[src/bcdtk_pkg.sv]
package bcdtk_pkg;

    typedef struct packed {
        logic [7:0] yr;
        logic [7:0] mon;
        logic [7:0] day;
        logic [7:0] wday;
        logic [7:0] hr;
        logic [7:0] min;
        logic [7:0] sec;
    } bcdtk_time_t;

    typedef enum logic [1:0] {
        KEY_IDLE = 2'b00,
        KEY_HALF = 2'b01,
        KEY_OPEN = 2'b10
    } bcdtk_key_t;

    localparam logic [7:0] OFS_CFG = 8'h00;
    localparam logic [7:0] OFS_KEY = 8'h04;
    localparam logic [7:0] OFS_VALH = 8'h08;
    localparam logic [7:0] OFS_VALL = 8'h0C;
    localparam logic [7:0] OFS_ALCFG = 8'h10;
    localparam logic [7:0] OFS_ALH = 8'h14;
    localparam logic [7:0] OFS_ALL = 8'h18;
    localparam logic [7:0] OFS_STAT = 8'h1C;

    localparam int CFG_EN_BIT = 7;
    localparam int CFG_WREN_BIT = 5;
    localparam int CFG_SYNC_BIT = 4;
    localparam int STAT_HALF_BIT = 0;
    localparam logic [1:0] PTR_MIN_SEC = 2'b00;
    localparam logic [1:0] PTR_WDHR = 2'b01;
    localparam logic [1:0] PTR_MONDAY = 2'b10;
    localparam logic [1:0] PTR_RST = 2'b00;

    localparam logic [7:0] KEY_FIRST = 8'h55;
    localparam logic [7:0] KEY_SECOND = 8'hAA;

    localparam logic [7:0] MASK_HR = 8'h3F;
    localparam logic [7:0] MASK_MS = 8'h7F;
    localparam logic [7:0] MASK_WD = 8'h07;
    localparam logic [7:0] MASK_DAY = 8'h3F;
    localparam logic [7:0] MASK_MON = 8'h1F;

    localparam logic [7:0] LAST_MS = 8'h59;
    localparam logic [7:0] LAST_HR = 8'h23;
    localparam logic [7:0] LAST_WD = 8'h06;
    localparam logic [7:0] LAST_MON = 8'h12;
    localparam logic [7:0] LAST_YR = 8'h99;
    localparam logic [7:0] FIRST_DM = 8'h01;

    localparam bcdtk_time_t RST_TIME = '{8'h00, 8'h01, 8'h01, 8'h06,
                                        8'h00, 8'h00, 8'h00};

    localparam int XTAL_HZ = 32768;
    localparam int HALF_SEC_MS = 500;
    localparam int HALF_SEC_TICKS = XTAL_HZ * HALF_SEC_MS / 1000;
    localparam int SYNC_LEAD_TICKS = 32;

    // Decimal carry at ten, not sixteen [RL12] [RL6]
    function automatic logic [7:0] bcd_inc(input logic [7:0] v);
        if (v[3:0] == 4'h9) begin
            return {v[7:4] + 4'h1, 4'h0};
        end
        return {v[7:4], v[3:0] + 4'h1};
    endfunction

    // Range 2000..2099 only, so divisible by four is enough [RL14]
    function automatic logic is_leap(input logic [7:0] y);
        if (y[4]) begin
            return (y[3:0] == 4'h2) || (y[3:0] == 4'h6);
        end
        return (y[3:0] == 4'h0) || (y[3:0] == 4'h4) || (y[3:0] == 4'h8);
    endfunction

    // Last day of month [RL13]
    function automatic logic [7:0] month_last(input logic [7:0] m,
                                              input logic [7:0] y);
        if (m == 8'h02) begin
            return is_leap(y) ? 8'h29 : 8'h28;
        end
        if (m == 8'h04 || m == 8'h06 || m == 8'h09 || m == 8'h11) begin
            return 8'h30;
        end
        return 8'h31;
    endfunction

endpackage

[src/bcdtk_time_if.sv]
`timescale 1ns/1ns
interface bcdtk_time_if;
    bcdtk_pkg::bcdtk_time_t cur;
    bcdtk_pkg::bcdtk_time_t nxt;
    modport core (input cur, output nxt);
    modport keeper (output cur, input nxt);
endinterface

[src/bcdtk_calendar.sv]
`timescale 1ns/1ns
module bcdtk_calendar import bcdtk_pkg::*; (
    bcdtk_time_if.core t
);
    bcdtk_time_t n;

    always_comb begin
        n = t.cur;
        n.sec = bcd_inc(t.cur.sec);
        if (t.cur.sec == LAST_MS) begin
            n.sec = 8'h00;
            n.min = bcd_inc(t.cur.min);
            if (t.cur.min == LAST_MS) begin
                n.min = 8'h00;
                n.hr = bcd_inc(t.cur.hr);
                if (t.cur.hr == LAST_HR) begin // [RL8]
                    n.hr = 8'h00;
                    // Weekday wraps alone [RL10]
                    n.wday = (t.cur.wday == LAST_WD) ? 8'h00
                                                     : bcd_inc(t.cur.wday);
                    n.day = bcd_inc(t.cur.day);
                    if (t.cur.day == month_last(t.cur.mon, t.cur.yr)) begin
                        n.day = FIRST_DM; // [RL13]
                        n.mon = bcd_inc(t.cur.mon);
                        if (t.cur.mon == LAST_MON) begin // [RL9]
                            n.mon = FIRST_DM;
                            n.yr = (t.cur.yr == LAST_YR) ? 8'h00
                                                         : bcd_inc(t.cur.yr);
                        end // [RL11]
                    end
                end
            end
        end
    end

    assign t.nxt = n;
endmodule

[src/bcdtk_prescaler.sv]
`timescale 1ns/1ns
module bcdtk_prescaler #(
    parameter int HALF_TICKS = 16384,
    parameter int LEAD = 32
) (
    input wire logic clk_i,
    input wire logic rst_i,
    input wire logic tick_i,
    input wire logic run_i,
    input wire logic clr_cnt_i,
    input wire logic clr_half_i,
    output logic half_o,
    output logic sec_pulse_o,
    output logic sync_o
);
    localparam int W = $clog2(HALF_TICKS);
    localparam logic [W-1:0] CNT_LAST = W'(HALF_TICKS - 1);
    localparam logic [W-1:0] CNT_SYNC = W'(HALF_TICKS - LEAD);

    // Lead of one would raise sync only in the step cycle itself
    if (HALF_TICKS < 4 || LEAD < 2 || LEAD >= HALF_TICKS) begin : g_chk
        $error("bcdtk_prescaler: bad HALF_TICKS or LEAD");
    end

    logic [W-1:0] cnt_reg;
    logic half_reg;
    logic wrap;

    assign wrap = run_i && tick_i && (cnt_reg == CNT_LAST);

    always_ff @(posedge clk_i) begin
        if (rst_i || clr_cnt_i) begin // [RL17]
            cnt_reg <= '0;
        end else if (run_i && tick_i) begin
            cnt_reg <= wrap ? '0 : cnt_reg + 1'b1;
        end
    end

    // Half-second bit only cleared by a seconds write [RL19]
    always_ff @(posedge clk_i) begin
        if (rst_i || clr_half_i) begin
            half_reg <= 1'b0;
        end else if (wrap) begin
            half_reg <= ~half_reg;
        end
    end

    assign half_o = half_reg;
    assign sec_pulse_o = wrap && half_reg && !clr_cnt_i;
    // Raised LEAD ticks early, dropped after the step [RL24] [RL20]
    assign sync_o = run_i && half_reg && (cnt_reg >= CNT_SYNC);
endmodule

[src/bcdtk_timekeeper.sv]
// Implementation choices: the address map and the Wishbone slave port.
`timescale 1ns/1ns
// Function
// [RL1] Alarm hour: tens in bits 5:4, ones in 3:0, bits 7:6 zero.
// [RL2] Alarm hour writes land only while write unlock is set.
// [RL3] Alarm minute/second: tens in bits 6:4, ones 3:0, bit 7 zero.
// [RL4] Enable bit ignores writes while write unlock is clear.
// [RL5] Value window writes dropped while write unlock is clear.
// [RL6] Every time and alarm digit is BCD in its own nibble.
// [RL7] Fuse picks crystal ticks or internal RC ticks as timebase.
// [RL8] Time 23:59:59 rolls to 00:00:00 and advances the day.
// [RL9] Date 12/31 rolls to 01/01 and advances the year.
// [RL10] Weekday wraps 6 to 0 without any further carry.
// [RL11] Year wraps 99 to 00 with no further carry.
// [RL12] BCD ones digits carry into tens at ten.
// [RL13] Day wraps to 01 after 30, 31, 28 or 29 by month.
// [RL14] Years divisible by four give February 29 days.
// [RL15] Counting continues from newly written values while enabled.
// [RL16] Timekeeper runs only while config bit 7 is set.
// [RL17] Minute/second writes clear both prescalers; minute writes here clear only the tick counter, not the half-second bit.
// [RL18] Writes land at once; software avoids colliding increments.
// [RL19] Half-second bit read-only, cleared only by seconds write.
// [RL20] Sync flag reads 0 while access is rollover safe.
// [RL21] Software reads each register twice and compares.
// [RL22] Unlock bit settable only right after 55h then AAh.
// [RL23] High window access decrements pointer until 00.
// [RL24] Sync flag rises before an increment, holds until done.
module bcdtk_timekeeper import bcdtk_pkg::*; #(
    parameter int HALF_TICKS = HALF_SEC_TICKS,
    parameter int SYNC_LEAD = SYNC_LEAD_TICKS
) (
    input wire logic clk_i,
    input wire logic rst_i,
    input wire logic cyc_i,
    input wire logic stb_i,
    input wire logic we_i,
    input wire logic [7:0] adr_i,
    input wire logic [31:0] dat_i,
    input wire logic [3:0] sel_i,
    output logic [31:0] dat_o,
    output logic ack_o,
    input wire logic timebase_select_fuse_i,
    input wire logic xtal_tick_i,
    input wire logic rc_tick_i
);
    logic ack_reg;
    logic [31:0] dat_reg;
    logic [31:0] rdata;
    logic fire;
    logic wr;
    logic [7:0] wd;

    logic timekeeper_enable_reg;
    logic write_unlock_bit_reg;
    logic [1:0] value_pointer_reg;
    logic [1:0] alarm_pointer_reg;
    bcdtk_key_t key_reg;

    bcdtk_time_t time_reg;
    bcdtk_time_t time_next;
    logic [7:0] alarm_hour_value_reg;
    logic [7:0] alarm_minute_value_reg;
    logic [7:0] alarm_second_value_reg;

    logic tick;
    logic step;
    logic half_sec;
    logic rollover_safe_flag;
    logic min_sec_wr;
    logic sec_wr;
    logic unlocked_wr;

    bcdtk_time_if tif ();

    // Classic Wishbone: one wait state, ack for one cycle
    assign fire = cyc_i && stb_i && ack_reg;
    assign wr = fire && we_i && sel_i[0];
    assign wd = dat_i[7:0];
    assign unlocked_wr = wr && write_unlock_bit_reg;
    assign ack_o = ack_reg;
    assign dat_o = dat_reg;

    always_ff @(posedge clk_i) begin
        if (rst_i) begin
            ack_reg <= 1'b0;
        end else begin
            ack_reg <= cyc_i && stb_i && !ack_reg;
        end
    end

    function automatic logic [7:0] win_hi(input logic [1:0] p,
                                          input bcdtk_time_t t);
        unique case (p)
            PTR_MIN_SEC: return t.min;
            PTR_WDHR: return t.wday;
            PTR_MONDAY: return t.mon;
            default: return 8'h00;
        endcase
    endfunction

    function automatic logic [7:0] win_lo(input logic [1:0] p,
                                          input bcdtk_time_t t);
        unique case (p)
            PTR_MIN_SEC: return t.sec;
            PTR_WDHR: return t.hr;
            PTR_MONDAY: return t.day;
            default: return t.yr;
        endcase
    endfunction

    always_comb begin
        rdata = 32'h0000_0000;
        unique case (adr_i)
            OFS_CFG: begin
                rdata[CFG_EN_BIT] = timekeeper_enable_reg;
                rdata[CFG_WREN_BIT] = write_unlock_bit_reg;
                rdata[CFG_SYNC_BIT] = rollover_safe_flag; // [RL20]
                rdata[1:0] = value_pointer_reg;
            end
            OFS_VALH: rdata[7:0] = win_hi(value_pointer_reg, time_reg);
            OFS_VALL: rdata[7:0] = win_lo(value_pointer_reg, time_reg);
            OFS_ALCFG: rdata[1:0] = alarm_pointer_reg;
            OFS_ALH: begin
                if (alarm_pointer_reg == PTR_MIN_SEC) begin
                    rdata[7:0] = alarm_minute_value_reg; // [RL3]
                end
            end
            OFS_ALL: begin
                if (alarm_pointer_reg == PTR_MIN_SEC) begin
                    rdata[7:0] = alarm_second_value_reg; // [RL3]
                end else if (alarm_pointer_reg == PTR_WDHR) begin
                    rdata[7:0] = alarm_hour_value_reg; // [RL1]
                end
            end
            OFS_STAT: rdata[STAT_HALF_BIT] = half_sec; // [RL19]
            default: rdata = 32'h0000_0000;
        endcase
    end

    // Captured in the request cycle so the pointer seen is pre-decrement
    always_ff @(posedge clk_i) begin
        if (rst_i) begin
            dat_reg <= 32'h0000_0000;
        end else if (cyc_i && stb_i && !ack_reg) begin
            dat_reg <= rdata;
        end
    end

    // Unlock key: next bus access after AAh is the only chance
    always_ff @(posedge clk_i) begin
        if (rst_i) begin
            key_reg <= KEY_IDLE;
        end else if (fire) begin
            unique case (key_reg)
                KEY_IDLE, KEY_OPEN: begin
                    key_reg <= (wr && adr_i == OFS_KEY && wd == KEY_FIRST)
                               ? KEY_HALF : KEY_IDLE;
                end
                KEY_HALF: begin
                    key_reg <= (wr && adr_i == OFS_KEY && wd == KEY_SECOND)
                               ? KEY_OPEN : KEY_IDLE; // [RL22]
                end
                default: key_reg <= KEY_IDLE;
            endcase
        end
    end

    always_ff @(posedge clk_i) begin
        if (rst_i) begin
            write_unlock_bit_reg <= 1'b0;
        end else if (wr && adr_i == OFS_CFG) begin
            if (!wd[CFG_WREN_BIT]) begin
                write_unlock_bit_reg <= 1'b0;
            end else if (key_reg == KEY_OPEN) begin
                write_unlock_bit_reg <= 1'b1; // [RL22]
            end
        end
    end

    always_ff @(posedge clk_i) begin
        if (rst_i) begin
            timekeeper_enable_reg <= 1'b0;
        end else if (unlocked_wr && adr_i == OFS_CFG) begin
            timekeeper_enable_reg <= wd[CFG_EN_BIT]; // [RL4]
        end
    end

    // Pointers step down on any high-window access, stop at 00
    always_ff @(posedge clk_i) begin
        if (rst_i) begin
            value_pointer_reg <= PTR_RST;
        end else if (wr && adr_i == OFS_CFG) begin
            value_pointer_reg <= wd[1:0];
        end else if (fire && adr_i == OFS_VALH
                     && value_pointer_reg != 2'b00) begin
            value_pointer_reg <= value_pointer_reg - 2'b01; // [RL23]
        end
    end

    always_ff @(posedge clk_i) begin
        if (rst_i) begin
            alarm_pointer_reg <= PTR_RST;
        end else if (wr && adr_i == OFS_ALCFG) begin
            alarm_pointer_reg <= wd[1:0];
        end else if (fire && adr_i == OFS_ALH
                     && alarm_pointer_reg != 2'b00) begin
            alarm_pointer_reg <= alarm_pointer_reg - 2'b01;
        end
    end

    // Alarm registers keep unused high bits at zero
    always_ff @(posedge clk_i) begin
        if (rst_i) begin
            alarm_hour_value_reg <= 8'h00;
        end else if (unlocked_wr && adr_i == OFS_ALL
                     && alarm_pointer_reg == PTR_WDHR) begin
            alarm_hour_value_reg <= wd & MASK_HR; // [RL1] [RL2]
        end
    end

    always_ff @(posedge clk_i) begin
        if (rst_i) begin
            alarm_minute_value_reg <= 8'h00;
            alarm_second_value_reg <= 8'h00;
        end else if (unlocked_wr && alarm_pointer_reg == PTR_MIN_SEC) begin
            if (adr_i == OFS_ALH) begin
                alarm_minute_value_reg <= wd & MASK_MS; // [RL3]
            end
            if (adr_i == OFS_ALL) begin
                alarm_second_value_reg <= wd & MASK_MS; // [RL3]
            end
        end
    end

    // Timebase mux; fuse 1 selects crystal [RL7]
    assign tick = timebase_select_fuse_i ? xtal_tick_i : rc_tick_i;

    assign min_sec_wr = unlocked_wr && value_pointer_reg == PTR_MIN_SEC
                       && (adr_i == OFS_VALH || adr_i == OFS_VALL);
    assign sec_wr = min_sec_wr && adr_i == OFS_VALL;

    bcdtk_prescaler #(
        .HALF_TICKS(HALF_TICKS),
        .LEAD(SYNC_LEAD)
    ) u_pre (
        .clk_i(clk_i),
        .rst_i(rst_i),
        .tick_i(tick),
        .run_i(timekeeper_enable_reg), // [RL16]
        .clr_cnt_i(min_sec_wr), // [RL17]
        .clr_half_i(sec_wr), // [RL19]
        .half_o(half_sec),
        .sec_pulse_o(step),
        .sync_o(rollover_safe_flag)
    );

    assign tif.cur = time_reg;

    bcdtk_calendar u_cal (
        .t(tif.core)
    );

    // Step first, then the write overrides its own field [RL18] [RL15]
    always_comb begin
        time_next = step ? tif.nxt : time_reg;
        if (unlocked_wr && adr_i == OFS_VALH) begin // [RL5]
            unique case (value_pointer_reg)
                PTR_MIN_SEC: time_next.min = wd & MASK_MS;
                PTR_WDHR: time_next.wday = wd & MASK_WD;
                PTR_MONDAY: time_next.mon = wd & MASK_MON;
                default: time_next.yr = time_next.yr;
            endcase
        end
        if (unlocked_wr && adr_i == OFS_VALL) begin // [RL5]
            unique case (value_pointer_reg)
                PTR_MIN_SEC: time_next.sec = wd & MASK_MS;
                PTR_WDHR: time_next.hr = wd & MASK_HR;
                PTR_MONDAY: time_next.day = wd & MASK_DAY;
                default: time_next.yr = wd;
            endcase
        end
    end

    always_ff @(posedge clk_i) begin
        if (rst_i) begin
            time_reg <= RST_TIME;
        end else begin
            time_reg <= time_next;
        end
    end
endmodule

[config.mk]
export PLATFORM = sky130hd
export DESIGN_NAME = bcdtk_timekeeper
export DESIGN_NICKNAME = d
export VERILOG_FILES = /design/src/bcdtk_pkg.sv /design/src/bcdtk_time_if.sv /design/src/bcdtk_calendar.sv /design/src/bcdtk_prescaler.sv /design/src/bcdtk_timekeeper.sv
export SDC_FILE = /design/constraint.sdc
export NUM_CORES = 1
export LEC_CHECK = 0
export BUFFER_PORTS_ARGS = -buffer_cell sky130_fd_sc_hd__buf_2
export CAP_MARGIN = 25
export CORE_MARGIN = 3
export CORE_UTILIZATION = 25
export CTS_CLUSTER_DIAMETER = 120
export DETAILED_ROUTE_END_ITERATION = 16
export GPL_TIMING_DRIVEN = 0
export SYNTH_ARGS = -nofsm -noshare
export SYNTH_HDL_FRONTEND = slang
export SYNTH_HIERARCHICAL = 1
export SYNTH_SLANG_ARGS = --single-unit
export TNS_END_PERCENT = 1
[constraint.sdc]
create_clock -name clk_i -period 2.7 [get_ports clk_i]
set_clock_uncertainty 0.1 [all_clocks]
set_input_delay 0.405 -clock clk_i [delete_from_list [all_inputs] [get_ports clk_i]]
set_output_delay 0.405 -clock clk_i [all_outputs]
set_load 0.02 [all_outputs]
# After elaboration in Yosys (flattened, before gate mapping)
# Cells that the tools add are included.
# totals
ff_bits	108
input_bits	52
output_inout_bits	33
elab_cells	243
# op_classes
add_sub_neg	17
n_lt_le_gt_ge	1
n_eq_ne	39
mux	111
bitwise_logic	1
n_reduce_logical	55
# op_table
operator	count
8-bit two-way mux	38
56-bit two-way mux	2
4-bit by 1-bit adder with 4-bit output (second input constant)	14
1-bit two-way mux	50
8-bit by 5-bit == test with 1-bit output (second input constant)	6
48-bit two-way mux	1
8-bit one-hot mux with 3 select lines	2
40-bit two-way mux	1
4-bit == test (second input constant)	8
8-bit by 3-bit == test with 1-bit output (second input constant)	4
1-bit logical AND	30
8-bit by 4-bit == test with 1-bit output (second input constant)	3
8-bit by 7-bit == test with 1-bit output (second input constant)	3
24-bit two-way mux	1
8-bit == test (second input constant)	2
16-bit two-way mux	1
14-bit by 1-bit adder with 14-bit output (second input constant)	1
14-bit == test (second input constant)	1
14-bit >= comparator (second input constant)	1
14-bit two-way mux	1
2-bit two-way mux	5
2-bit one-hot mux with 5 select lines	1
1-bit logical OR	9
4-bit by 3-bit == test with 1-bit output (second input constant)	2
25 further kinds	37

# Logic depth before layout (Yosys ltp)
# depth
word_depth	33
ltp_mapped	13
depth_no_buf	11

# Cells and area by module
# The synthesis kept the hierarchy.
# by_module_without_submodules
module	instances	cells_per_inst	area_each_um2
bcdtk_timekeeper	1	579	4963.5
bcdtk_calendar	1	273	1808.0
bcdtk_prescaler	1	84	745.7

# Least setup slack after synthesis
# OpenSTA, ideal clock, no wires.
# synth_path
path_type	input port to flip-flop
start	input port adr_i[5]
end	register time_reg, in the netlist tif.cur[25]
setup_time_ns	0.119
arrival_time_ns	2.737
slack_ns	-0.256
stages	10
n_path_buf	4
path_cell_list	or4_4 -> nor4_2 -> buf_4 -> and3_1 -> nor3b_1 -> clkbuf_1 -> buf_1 -> clkbuf_1 -> a211oi_1 -> o21bai_1
# synth_via
elab_chain_cells	8
elab_cells_between_ends	10
cone_classes	eq/ne (2); mux (3); reduce/logical (5)
# synth_lines
item	line	rtl
start: declaration	bcdtk_timekeeper.sv:37	input wire logic [7:0] adr_i,
8-bit by 4-bit == test with 1-bit output	bcdtk_timekeeper.sv:239	&& (adr_i == OFS_VALH || adr_i == OFS_VALL);
1-bit logical OR *	bcdtk_timekeeper.sv:239	
1-bit logical AND *	bcdtk_timekeeper.sv:239	
net min_sec_wr	bcdtk_timekeeper.sv:69	logic min_sec_wr;
1-bit zero test *	bcdtk_prescaler.sv:49	assign sec_pulse_o = wrap && half_reg && !clr_cnt_i;
1-bit logical AND *	bcdtk_prescaler.sv:49	
net step	bcdtk_timekeeper.sv:66	logic step;
56-bit two-way mux *	bcdtk_timekeeper.sv:265	time_next = step ? tif.nxt : time_reg;
8-bit two-way mux	bcdtk_timekeeper.sv:267	unique case (value_pointer_reg)
8-bit two-way mux *	bcdtk_timekeeper.sv:266	if (unlocked_wr && adr_i == OFS_VALH) begin
end signal: assignment	bcdtk_timekeeper.sv:288	time_reg <= time_next;
end: declaration	bcdtk_timekeeper.sv:59	bcdtk_time_t time_reg;
# Mark *: on every way through the listed nets, which the timed path passes. The rest lies on a longest branch.
# A chain may end at the register's enable or synchronous reset.

==> metrics.txt <==
total global routing track utilization=approximately 14%; worst hold path endpoint=timekeeper_enable_reg; number of global-route vias before repair=approximately 6600; transition time at the pin with the least slew margin=slightly above 900 ps; crit path capture type=flip-flop; unrepaired setup endpoints after global routing=true; switching power=between 800 and 900 uW; IR drop worst, VDD=0.279 mV; DR pass1 iterations=7; setup slack after layout=-155 ps; launching instance or port of the critical path=tif.cur[44]; most common cell in the netlist=nor2_1; die outline height=~180 um; PwrDens=approximately 360 nW/um2; Setup Viol. Count Final=13; sequential cell fraction of total power=between 50 and 60%; global-route wire length before repair=37.4 mm; starting density of the core=roughly a quarter; largest net degree at the start of global routing=21; I/O Buffers=33; Iteration-0 DRC Markers=648; Final Max Tran Viols=0; antenna cell count=0; gate count after technology mapping=between 900 and 1000; CTS HTree Levels=3; final count of hold timing violations=0; Seq/Total Area, Yosys=28.8%; top-area cell type share of the netlist area=28.8%; Area contributors post-synth=dfxtp_1 29%, mux2i_1 9.5%, nor2_1 6.3%; cell taking the most area after synthesis=dfxtp_1; floorplan die width=179 um; number of flops mapped to enable cells by yosys=0; accumulated negative setup slack=-933 ps; DR WL/cell=approximately 17 um; count of different cell masters after synthesis=76; Internal Pwr Total=roughly 2300 uW; most frequently used flop master after synthesis=dfxtp_1; max cap viols=0; switch share=roughly 27%; result of the run=complete, but fails checks; Rows=a little over 60; Post-Synthesis Mean Instance Area=about 8.0 um2; count of vias placed by the detailed router=between 7000 and 8000; Post-synth ARST share=0%; total gr overflow=0; number of flip-flops under the largest register name=between 50 and 60; Tmin final=between 2000 and 3000 ps; class of the most critical hold timing path=in2reg; number of primary I/O pins=between 80 and 90; number of standard cells in the layout, taps in and fillers out=1399; violations in the final reports=negative setup slack; Yosys Warn Count=6; setup slack on the worst flop-to-flop path=-160 ps; achievable clock frequency=roughly 0.35 GHz; share of total power in combinational logic=just over 7%; Util after Layout=between 30% and 40%; launching element type of the critical path=flip-flop; worst rel slew slack=37.6%; fin crit share=106%; leading cell types by count after synthesis=127 x nor2_1, 108 x dfxtp_1, 71 x mux2i_1, 71 x nand2_1, 48 x a211oi_1; part of the power in the clock network=between 40% and 50%; number of remaining DRC errors=0; average vias per placed instance=5.17; insertion delay of the later-clocked pin in the worst-skew pair=around 360 ps; number of antenna violations at the first check in global routing=0; Max Buffers Root-to-Sink=2; global placer's final weighted congestion=between 0.9 and 1; Core ar.=29200 um2; final design area excluding fillers=~9000 um2; hold_ws=between 200 and 250 ps; cell at the root of the clock tree=clkbuf_16; depth of the worst register-to-register path=12; CP Data Required Time=approximately 2800 ps; Final nets=about 1100; placed cell count=1376; Pleak=between 0.003 and 0.004 uW; CTS sink cnt=108; sum of net half-perimeters after detailed placement=17.3 mm; HP Start=dat_i[7]; ratio of cells with drive above 1 in the final layout=between 10% and 20%; cell area after synthesis=roughly 7500 um2; clock transition at the registers of the reported paths=roughly 80 ps; startpoint of the lowest-slack register-to-register path=tif.cur[44]; sum of routed wire length over all layers=approximately 24 mm; total CTS buffers=9; placed standard-cell area=~8300 um2; #FFs+latches synth=between 100 and 150; reg2reg end=tif.cur[55]; crit path kind=reg2reg; arrival time of the worst setup path=roughly 3000 ps; clock tree from TritonCTS=done; floorplan die area=~32000 um2; relative area change from synthesis to final layout=17.2%; number of antenna-violating nets in the routed design=0; CP Max Fanout=9; instance count along the most critical hold path=3
-- logic make-up (layout without fill, tap and decap cells) --
| family | count (synthesis) | in the layout | synth area share, % |
|---|---|---|---|
| mux | 76 | 76 | 10.2 |
| flops | 108 | 108 | 28.8 |
| simple gates | 375 | 375 | 25.9 |
| compound gates | 190 | 190 | 18.0 |
| fa+ha+maj | 30 | 30 | 4.99 |
| buf+inv | 119 | 175 | 7.71 |
| xor+xnor | 37 | 37 | 4.31 |
| other cells | 1 | 24 | 0.0499 |
-- power by group through the flow --
stage | Sequential, uW | Clock, uW | Combinational (uW)
finish | 1600 | 1360 | 227
global route | 1600 | 1450 | 244
CTS | 1600 | 1380 | 224
detailed placement | 1640 | 0 | 223
global placement | 1640 | 0 | 222
floorplan | 1640 | 0 | 129
-- metal layers --
metal	up-vias	part of all wire, %	global-route usage, %
met1	3439	45	20.3
met5	-	0	0
met4	0	2.9	5.01
met2	258	45	21.9
li1	3498	-	-
met3	37	6.8	1.76
-- through the flow --
| step | worst slack, ps | power (uW) |
|---|---|---|
| finish | -155 | 3180 |
| floorplan | -11.3 | 1770 |
| global route | -313 | 3290 |
| detailed placement | -697 | 1860 |
| CTS | -184 | 3210 |
| global placement | -660 | 1860 |
-- cell type report --
cell class	instances	area, um2
Timing Repair Buffer	43	244
Buffer	81	488
Fill cell	3138	20400
Tap cell	384	480
Multi-Input combinational cell	732	4990
Sequential cell	108	2180
Clock buffer	9	225
Inverter	35	134
Clock inverter	7	70.1
-- worst max path at each step --
stage                              to  slack, ps  cells after the start
after floorplan           tif.cur[55]        -10                     12
after global placement    tif.cur[43]       -660                     10
after detailed placement  tif.cur[43]       -700                     10
after CTS                 tif.cur[55]       -180                     12
after global routing      tif.cur[55]       -310                     12
final                     tif.cur[55]       -160                     12
-- worst max-delay path, stage by stage, from the launching register on --
cell and delay, ps:
dfxtp_4 370, inv_4 40, ha_4 150, nor3b_4 150
a311o_1 350, a2111oi_4 390, o211ai_1 210, nand2_2 160
buf_6 150, o211ai_2 90, a221o_1 330, mux2i_1 150
a211oi_1 90
-- timing repair --
action / 4_1_cts / 5_1_grt
resized for setup: 23 / 36
hold buffers: 0 / 0
endpoints found under the setup margin: 56 / 56
buffers inserted: 9 / 1
endpoints found under the hold margin: 0 / 0
pin swaps: 7 / 8
-- layout by cell type (no fill, tap or decap), types with 33 or more instances in the layout --
master and instances:
clkbuf_1 33, o21ai_0 35, mux2i_1 71, a211oi_1 44, dfxtp_1 100, nor2_1 124
buf_2 40, buf_4 39, nand2_1 70, inv_1 33
Power figures use the tool's default switching activity.
